$ cat src/design/txbis_pkg.sv
/*
 * Package for the transmit 66-bit block input select stage: lane bus layout,
 * carrier structs and path selection codes.
 * Assumes a single transmit clock domain shared with the user fabric.
 */
package txbis_pkg;

    // ------------------------------------------------------------------
    // Lane input bus layout
    // ------------------------------------------------------------------
    localparam int BUS_WIDTH = 80;
    localparam int PAYLOAD_WIDTH = 64;
    localparam int CONTROL_WIDTH = 8;
    localparam int HEADER_WIDTH = 2;
    localparam int BLOCK_WIDTH = 66;
    localparam int PAYLOAD_LSB = 0;
    localparam int CONTROL_LSB = 64;
    localparam int FORCE_BIT = 72;
    localparam int RESERVED_LSB = 73;
    localparam int RESERVED_MSB = 78;
    localparam int WRITE_BIT = 79;

    // ------------------------------------------------------------------
    // Reset values
    // ------------------------------------------------------------------
    localparam logic [63:0] PAYLOAD_RESET = 64'h0000000000000000;
    localparam logic [7:0] CONTROL_RESET = 8'h00;
    localparam logic [65:0] BLOCK_RESET = 66'h0;

    // ------------------------------------------------------------------
    // Carriers
    // ------------------------------------------------------------------
    typedef enum logic {TXBIS_PATH_ENCODE, TXBIS_PATH_RAW} txbis_path_type;

    typedef struct packed {
        logic [7:0] control;
        logic [63:0] payload;
    } txbis_encode_type;

    typedef struct packed {
        logic [1:0] header;
        logic [63:0] payload;
    } txbis_raw_type;

endpackage

$ cat src/design/txbis_input_select.sv
/*
 * Transmit input select for one 10-gigabit lane: splits the lane input bus,
 * routes each written word either to the encoder/scrambler path or, as a raw
 * 66-bit block, straight to the gearbox.
 * Assumes the encoder, scrambler and gearbox sit downstream on the same clock,
 * and the user fabric drives the lane bus synchronously to that clock.
 */
// How it works
// Control bit i flags payload byte i as a control byte.
// Force flag high sends same-cycle payload and header straight to gearbox.
// Force flag low with encoder bypass off resumes encoding and scrambling of payload and control.
// Raw mode joins control bits 1..0 as header with payload into 66 bits.
// Encoder bypass setting also builds the 66-bit block from user inputs.
// When header comes from control, control bits 7..2 are ignored.
// Force selection applies per cycle to that cycle's data, no offset.
// Force low, bypass off: encoder first, then scrambler, then gearbox.
// User pulses write strobe per word.
// Reserved bits between force flag and strobe are ignored.
`timescale 1ns/1ps

module txbis_input_select
(
    // Clock and reset
    input wire logic clock,
    input wire logic reset_n,
    // Static lane setting
    input wire logic ten_gig_ethernet_setting,
    input wire logic encoder_bypass,
    // User transmit bus
    input wire logic [79:0] lane_tx_input_bus,
    // Encoder path
    output logic encode_valid_q,
    output txbis_pkg::txbis_encode_type encode_word_q,
    // Raw path to gearbox
    output logic raw_valid_q,
    output logic [65:0] raw_block_q
);

    // ------------------------------------------------------------------
    // Bus decode
    // ------------------------------------------------------------------
    wire logic [63:0] wide_payload_word;
    wire logic [7:0] control_word;
    wire logic force_raw;
    wire logic write_strobe;
    wire logic take_word;
    wire logic raw_select;
    wire txbis_pkg::txbis_path_type path;
    wire txbis_pkg::txbis_raw_type raw_word;
    wire txbis_pkg::txbis_encode_type enc_word;

    assign wide_payload_word = lane_tx_input_bus[txbis_pkg::PAYLOAD_LSB +: 64];
    // Byte i of payload is qualified by control bit i; kept together
    assign control_word = lane_tx_input_bus[txbis_pkg::CONTROL_LSB +: 8];
    assign force_raw = lane_tx_input_bus[txbis_pkg::FORCE_BIT];
    // Bits 78..73 are not decoded at all
    assign write_strobe = lane_tx_input_bus[txbis_pkg::WRITE_BIT];
    // A word moves only on the write strobe in this setting
    assign take_word = ten_gig_ethernet_setting & write_strobe;
    // Same-cycle selection, no latch of the force flag
    assign raw_select = force_raw | encoder_bypass;
    assign path = raw_select ? txbis_pkg::TXBIS_PATH_RAW : txbis_pkg::TXBIS_PATH_ENCODE;
    // Header is control bits 1..0 only; 7..2 dropped
    assign raw_word = '{header: control_word[1:0], payload: wide_payload_word};
    assign enc_word = '{control: control_word, payload: wide_payload_word};

    // ------------------------------------------------------------------
    // Output registers
    // ------------------------------------------------------------------
    always_ff @(posedge clock or negedge reset_n)
    begin
        if (!reset_n)
        begin
            raw_valid_q <= 1'h0;
            raw_block_q <= txbis_pkg::BLOCK_RESET;
        end
        else
        begin
            raw_valid_q <= take_word & (path == txbis_pkg::TXBIS_PATH_RAW);
            raw_block_q <= raw_word;
        end
    end

    always_ff @(posedge clock or negedge reset_n)
    begin
        if (!reset_n)
        begin
            encode_valid_q <= 1'h0;
            encode_word_q <= '{control: txbis_pkg::CONTROL_RESET,
                               payload: txbis_pkg::PAYLOAD_RESET};
        end
        else
        begin
            // Encoder then scrambler then gearbox downstream
            encode_valid_q <= take_word & (path == txbis_pkg::TXBIS_PATH_ENCODE);
            encode_word_q <= enc_word;
        end
    end

    // ------------------------------------------------------------------
    // Checks
    // ------------------------------------------------------------------
    property p_raw_same_cycle;
        @(posedge clock) disable iff (!reset_n)
        (take_word && force_raw) |=> (raw_valid_q && !encode_valid_q);
    endproperty
    a_raw_same_cycle: assert property (p_raw_same_cycle) else $error("raw word not routed");

    property p_encode_resume;
        @(posedge clock) disable iff (!reset_n)
        (take_word && !force_raw && !encoder_bypass) |=> (encode_valid_q && !raw_valid_q);
    endproperty
    a_encode_resume: assert property (p_encode_resume) else $error("encode word not routed");

    property p_block_form;
        @(posedge clock) disable iff (!reset_n)
        take_word && force_raw |=>
            raw_block_q == {$past(control_word[1:0]), $past(wide_payload_word)};
    endproperty
    a_block_form: assert property (p_block_form) else $error("66-bit block malformed");

    property p_bypass_raw;
        @(posedge clock) disable iff (!reset_n)
        (take_word && encoder_bypass) |=> raw_valid_q;
    endproperty
    a_bypass_raw: assert property (p_bypass_raw) else $error("bypass not raw");

    property p_high_control_ignored;
        @(posedge clock) disable iff (!reset_n)
        raw_valid_q |-> raw_block_q[65:64] == $past(lane_tx_input_bus[txbis_pkg::CONTROL_LSB +: 2]);
    endproperty
    a_high_control_ignored: assert property (p_high_control_ignored) else $error("header bits");

    property p_no_offset;
        @(posedge clock) disable iff (!reset_n)
        (take_word && force_raw) ##1 (take_word && !force_raw && !encoder_bypass)
            |=> encode_valid_q;
    endproperty
    a_no_offset: assert property (p_no_offset) else $error("force selection lagged");

    property p_encode_data;
        @(posedge clock) disable iff (!reset_n)
        encode_valid_q
            |-> encode_word_q.payload == $past(lane_tx_input_bus[txbis_pkg::PAYLOAD_LSB +: 64]);
    endproperty
    a_encode_data: assert property (p_encode_data) else $error("encode payload wrong");

    property p_no_strobe;
        @(posedge clock) disable iff (!reset_n)
        !take_word |=> !(raw_valid_q || encode_valid_q);
    endproperty
    a_no_strobe: assert property (p_no_strobe) else $error("word without strobe");

    property p_exclusive;
        @(posedge clock) disable iff (!reset_n)
        !(raw_valid_q && encode_valid_q);
    endproperty
    a_exclusive: assert property (p_exclusive) else $error("both paths valid");

    property p_reserved_ignored;
        @(posedge clock) disable iff (!reset_n)
        $past(reset_n) |->
            (raw_valid_q || encode_valid_q) ==
                $past(ten_gig_ethernet_setting && lane_tx_input_bus[txbis_pkg::WRITE_BIT]);
    endproperty
    a_reserved_ignored: assert property (p_reserved_ignored) else $error("reserved bits used");

    property p_bypass_no_encode;
        @(posedge clock) disable iff (!reset_n)
        (take_word && encoder_bypass)
            |=> !encode_valid_q;
    endproperty
    a_bypass_no_encode: assert property (p_bypass_no_encode) else $error("bypass encoded");

    property p_bypass_block;
        @(posedge clock) disable iff (!reset_n)
        (take_word && encoder_bypass)
            |=> raw_block_q == {$past(control_word[1:0]), $past(wide_payload_word)};
    endproperty
    a_bypass_block: assert property (p_bypass_block) else $error("bypass block malformed");

    property p_setting_gate;
        @(posedge clock) disable iff (!reset_n)
        !ten_gig_ethernet_setting
            |=> !(raw_valid_q || encode_valid_q);
    endproperty
    a_setting_gate: assert property (p_setting_gate) else $error("word taken while disabled");

    property p_raw_payload;
        @(posedge clock) disable iff (!reset_n)
        raw_valid_q
            |-> raw_block_q[63:0] == $past(lane_tx_input_bus[txbis_pkg::PAYLOAD_LSB +: 64]);
    endproperty
    a_raw_payload: assert property (p_raw_payload) else $error("raw payload wrong");

    property p_raw_cause;
        @(posedge clock) disable iff (!reset_n)
        raw_valid_q
            |-> $past(take_word && (force_raw || encoder_bypass));
    endproperty
    a_raw_cause: assert property (p_raw_cause) else $error("raw block without cause");

    property p_encode_control;
        @(posedge clock) disable iff (!reset_n)
        encode_valid_q
            |-> encode_word_q.control == $past(lane_tx_input_bus[txbis_pkg::CONTROL_LSB +: 8]);
    endproperty
    a_encode_control: assert property (p_encode_control) else $error("control word wrong");

    property p_encode_order;
        @(posedge clock) disable iff (!reset_n)
        encode_valid_q
            |-> $past(take_word && !force_raw && !encoder_bypass);
    endproperty
    a_encode_order: assert property (p_encode_order) else $error("encode without cause");

    property p_force_back;
        @(posedge clock) disable iff (!reset_n)
        (take_word && !force_raw && !encoder_bypass) ##1 (take_word && force_raw)
            |=> raw_valid_q;
    endproperty
    a_force_back: assert property (p_force_back) else $error("force selection late");

    property p_no_force_latch;
        @(posedge clock) disable iff (!reset_n)
        (take_word && force_raw) ##1 (take_word && !force_raw && !encoder_bypass)
            |=> !raw_valid_q;
    endproperty
    a_no_force_latch: assert property (p_no_force_latch) else $error("force flag held over");

endmodule

$ cat config.mk
export PLATFORM = sky130hd
export DESIGN_NAME = txbis_input_select
export DESIGN_NICKNAME = d
export VERILOG_FILES = /design/src/design/txbis_pkg.sv /design/src/design/txbis_input_select.sv
export SDC_FILE = /design/constraint.sdc
export NUM_CORES = 1
export LEC_CHECK = 0
export ABC_AREA = 1
export CORE_ASPECT_RATIO = 0.6
export CORE_MARGIN = 8
export CORE_UTILIZATION = 40
export CTS_CLUSTER_DIAMETER = 120
export CTS_CLUSTER_SIZE = 10
export DETAILED_ROUTE_END_ITERATION = 10
export DONT_BUFFER_PORTS = 1
export PLACE_DENSITY = 0.57
export SYNTH_ARGS = -nofsm -noshare
export SYNTH_HDL_FRONTEND = slang
export SYNTH_SLANG_ARGS = --single-unit
$ cat constraint.sdc
create_clock -name clock -period 0.8 [get_ports clock]
set_clock_uncertainty 0.15 [all_clocks]
set_input_delay 0.12 -clock clock [delete_from_list [all_inputs] [get_ports clock]]
set_output_delay 0.12 -clock clock [all_outputs]
set_load 0.005 [all_outputs]
==> reports/metrics.cfg, run 1 <==
[outcome]
status=finished, violations left
violations=hold timing, setup timing

[clocking]
cts_buffer_depth=2
holdBufCountCts=76
htreeDepth=3
numCtsBuffers=9
root_buffer=clkbuf_8
tritoncts=done
cts.sinks=74
clkSlewWorstSetupHoldPaths_ns=0.07

[cells_and_area]
multi_input_area_um2=18.8
finalNonFillerCells=253
drive_gt1_frac=0.121
ff_latch_area_um2=1860
fin_nets=252
fill_cells=447
syn2layout_area_growth_pct=26.5
antenna_cells=0

[yosys]
synth-seq-cells=74
synth.top_cell.area_share=0.780
synth_fp_nets=231
ys_warn_count=0
yosys.area.top_type=dfrtp_1
ys_types=5
postSynthCellCount=147
syn_area_per_cell_um2=16.1
syn_area_um2=2370
ys_seq_area_frac=0.780
synthTopCellsByArea=dfrtp_1, buf_4, nor2_1

[grt]
grt_max_degree=75
antenna_found_initial=0
grt_pass1_wl_mm=8.05
grt_usage=0.134
grt_pass1_vias=1285
grt_overflow=0

[die]
coreArea_um2=5650
die_w_um=115
die_area_um2=8740
die_h_um=75.7
ios=224
initial_utilization=0.420
row_count=21

[worst_setup_path]
start_kind=register
end_kind=primary output
path_class=reg -> out
cp-endpoint=raw_block_q[18]
setup.worst_path.start=raw_block_q[18]$_DFF_PN0_
crit_required_ns=0.53
crit_arrival_ns=0.77
crit_fanout=2
critical_path_depth=0

[timing]
relSlewSlack=0.887
finalHoldViolCount=74
min_period_ns=1.04
post-route-period-util=1.30
final_max_slew_viol_count=0
tightestPinTransition_ns=0.170
rsz0062_at_grt=true
fmax_mhz=962
hold_slack_ns=-0.663
setup_violations=140
layout_setup_ws_ns=-0.239

[hold_path]
hold_path_class=in -> async

[placement]
gp_routability_congestion=0.662
portBuffers=0
placed_cells=161

[detailed_routing]
vias=1078
drc=0
drtIter0Drc=29
firstDrtPassIters=4
wire_per_inst_um=23.1
ant_nets=0
routed_via_density=4.26
wl_mm=5.85

[power]
power_w=0.00790
peakVddDrop_mv=1.20
p_per_area_nw_per_um2=2630
p_leak_nw=1.33

[flow_run]
max-cap-violations=0

[worst min path at each step]
stage                       start                        end  slack, ns  cells after the start
after floorplan           reset_n   encode_valid_q$_DFF_PN0_      -0.33                      0
after global placement    reset_n  raw_block_q[10]$_DFF_PN0_      -0.32                      0
after detailed placement  reset_n  raw_block_q[61]$_DFF_PN0_      -0.32                      0
after CTS                 reset_n  raw_block_q[61]$_DFF_PN0_      -0.69                      0
after global routing      reset_n   raw_block_q[4]$_DFF_PN0_      -0.70                      0
final                     reset_n  raw_block_q[61]$_DFF_PN0_      -0.66                      0
[power by group]
part	internal, W	total, W	switching [W]
sequential	0.00393	0.00414	0.000210
combinational	0.000250	0.000312	0.0000621
clock	0.00224	0.00344	0.00120
total	0.00643	0.00790	0.00147
[synth_stat cells]
cell     number
nand2_1       2
inv_1         2
nor2_1        3
dfrtp_1      74
buf_4        66
[registers in the layout, indices dropped and copies added (netlist names)]
name	cells
encode_valid_q	1
encode_word_q	7
raw_valid_q	1
raw_block_q	65
[layout make-up]
cell class / instances / share of cell area
Tap cell: 80 / 0.0333
Clock buffer: 12 / 0.0517
Inverter: 2 / 0.00250
Timing Repair Buffer: 76 / 0.254
Clock inverter: 4 / 0.0325
Multi-Input combinational cell: 5 / 0.00625
Sequential cell: 74 / 0.619
[kinds of logic (layout without fill, tap and decap cells)]
kind of cell           after synthesis  count (layout)  synth area share
DFF                                 74              74             0.780
and+or+nand+nor                      5               5           0.00791
buffers and inverters               68              94             0.212
[cells in the final DEF, fill, tap and decap left out]
| cell type | n |
|---|---|
| nor2_1 | 3 |
| nand2_1 | 2 |
| clkbuf_8 | 11 |
| dfrtp_1 | 68 |
| inv_1 | 2 |
| dfrtp_2 | 6 |
| dlymetal6s4s_1 | 1 |
| bufinv_16 | 3 |
| clkbuf_1 | 1 |
| dlygate4sd3_1 | 75 |
| clkinvlp_4 | 1 |
[per-stage QoR]
stage	hold slack (ns)	util	area [um2]	TNS, ns	worst slack [ns]
final	-0.663	0.531	3000	-29.65	-0.239
after global placement	-0.323	0.350	1980	0	0.100
after detailed placement	-0.323	0.350	1980	0	0.0991
after CTS	-0.693	0.530	2990	-33.88	-0.271
after floorplan	-0.326	-	2370	0	0.0319
after global routing	-0.700	0.531	3000	-36.17	-0.285
[what timing repair did]
item	CTS	global route
buffers inserted	0	0
endpoints found under the hold margin	148	74
gates resized for setup	1	6
endpoints found under the setup margin	140	141
[routing by layer]
layer  vias to the layer above  wire [um]  global-route usage
li1                        423          -                   -
met2                       120       3060               0.226
met5                         -          0                   0
met1                       524       1540               0.111
met3                        11       1150               0.111
met4                         0         96              0.0665
(Power assumes the default switching activity.)
==> run 2, diff against run 1 <==
--- a/config.mk
+++ b/config.mk
@@ -13,7 +13,9 @@
 export CTS_CLUSTER_SIZE = 10
 export DETAILED_ROUTE_END_ITERATION = 10
 export DONT_BUFFER_PORTS = 1
+export GPL_TIMING_DRIVEN = 0
 export PLACE_DENSITY = 0.57
+export REMOVE_ABC_BUFFERS = 1
 export SYNTH_ARGS = -nofsm -noshare
 export SYNTH_HDL_FRONTEND = slang
 export SYNTH_SLANG_ARGS = --single-unit
==> run 2 against run 1 <==
- the run still ends with hold timing, setup timing left
- first-iteration DRC count decreased by 45%
- global-route usage up 0.091 points
- die area is the same
- via count is 0.28% higher
- cell area shrank 2.0%
==> reports/metrics.cfg, run 2 (synthesis results as in run 1) <==
[placement]
gp_routability_congestion=0.633
portBuffers=0
place_ws_ns=0.0994
post-dp-hpwl_mm=4.36

[detailed_routing]
routed_via_density=4.27
wire_per_inst_um=22.9
ant_nets=0
vias=1081
drtIter0Drc=16
wl_mm=5.79
drc=0
firstDrtPassIters=2

[timing]
relSlewSlack=0.875
rsz0062_at_grt=true
finalHoldViolCount=74
final_max_slew_viol_count=0
layout_setup_ws_ns=-0.243
min_period_ns=1.04
fmax_mhz=959
tightestPinTransition_ns=0.187
hold_slack_ns=-0.668
setup_violations=140
post-route-period-util=1.30

[die]
ios=224
die_w_um=115
die_h_um=75.7
coreArea_um2=5650
die_area_um2=8740
row_count=21
initial_utilization=0.420

[worst_setup_path]
setup.worst_path.start=raw_block_q[28]$_DFF_PN0_
crit_arrival_ns=0.77
end_kind=primary output
crit_required_ns=0.53
path_class=reg -> out
start_kind=register
crit_fanout=2

[clocking]
htreeDepth=3
cts.sinks=74
root_buffer=clkbuf_8
cts_buffer_depth=2
numCtsBuffers=9
clkSlewWorstSetupHoldPaths_ns=0.07
tritoncts=done
holdBufCountCts=76

[grt]
antenna_found_initial=0
grt_max_degree=75
grt_overflow=0
grt_pass1_wl_mm=8.00
grt_usage=0.135
grt_pass1_vias=1288

[cells_and_area]
fill_cells=465
multi_input_area_um2=18.8
final_common_cell=dlygate4sd3_1
drive_gt1_frac=0.110
reg.largest.list=raw_block_q (65), encode_word_q (7)
syn2layout_area_growth_pct=23.9
fin_nets=252
final_cell_mix=dlygate4sd3_1, dfrtp_1, clkbuf_8
largest_reg_flops=65
antenna_cells=0
utilization=0.521
regMostFlops=raw_block_q
ff_latch_area_um2=1860

[outcome]
status=finished, violations left
violations=hold timing, setup timing

[hold_path]
hold_path_class=in -> async

[power]
p_leak_nw=1.31
p_per_area_nw_per_um2=2430
peakVddDrop_mv=1.01

[flow_run]
max-cap-violations=0

## run 2: cell count changes in the layout (fill, tap and decap cells not counted)
cell        before  now
clkbuf_8        11   10
bufinv_16        3    1
clkinv_2         0    3
clkinvlp_4       1    0
dfrtp_2          6    4
dfrtp_1         68   70
clkinv_4         0    1
## run 2: path summary, 6_finish.rpt
check                                            end  slack [ns]  depth (start not counted)
worst max-delay path               encode_word_q[28]       -0.24                          0
worst min-delay path       raw_block_q[37]$_DFF_PN0_       -0.67                          0
max in group asynchronous  raw_block_q[55]$_DFF_PN0_        1.06                          0
min in group clock             raw_valid_q$_DFF_PN0_        0.02                          3
## run 2: report_power, final
part / total (W) / internal [W] / leakage [nW] / switching, W
Combinational: 0.000311 / 0.000250 / 0.347 / 0.0000612
Clock: 0.00269 / 0.00151 / 0.103 / 0.00117
Sequential: 0.00415 / 0.00393 / 0.862 / 0.000213
Total: 0.00714 / 0.00570 / 1.31 / 0.00145
## run 2: layer usage
metal / vias to the layer above / GRT usage / share of wire
met3: 11 / 0.120 / 0.20
met4: 0 / 0.0578 / 0.018
met1: 515 / 0.107 / 0.26
met5: - / 0 / 0
li1: 424 / - / -
met2: 131 / 0.230 / 0.53
## run 2: cell type report
class | instances | share of cell area
Clock buffer | 11 | 0.0481
Clock inverter | 5 | 0.0183
Inverter | 2 | 0.00255
Multi-Input combinational cell | 5 | 0.00638
Sequential cell | 74 | 0.631
Tap cell | 80 | 0.0340
Timing Repair Buffer | 76 | 0.259
## run 2: per-stage QoR
stage	cell area, um2	std cells	TNS [ns]	power [W]
floorplan	1880	81	0	0.00415
global placement	1980	161	0	0.00423
detailed placement	1980	161	0	0.00424
CTS	2940	253	-33.83	0.00729
global route	2940	253	-37.18	0.00750
finish	2940	253	-29.96	0.00714
## run 2: timing repair
action | CTS | global route
buffers inserted | 0 | 0
endpoints found under the setup margin | 140 | 141
endpoints found under the hold margin | 148 | 74
gates resized for setup | 1 | 4
pin swaps | 0 | 0
cloned | 0 | 0
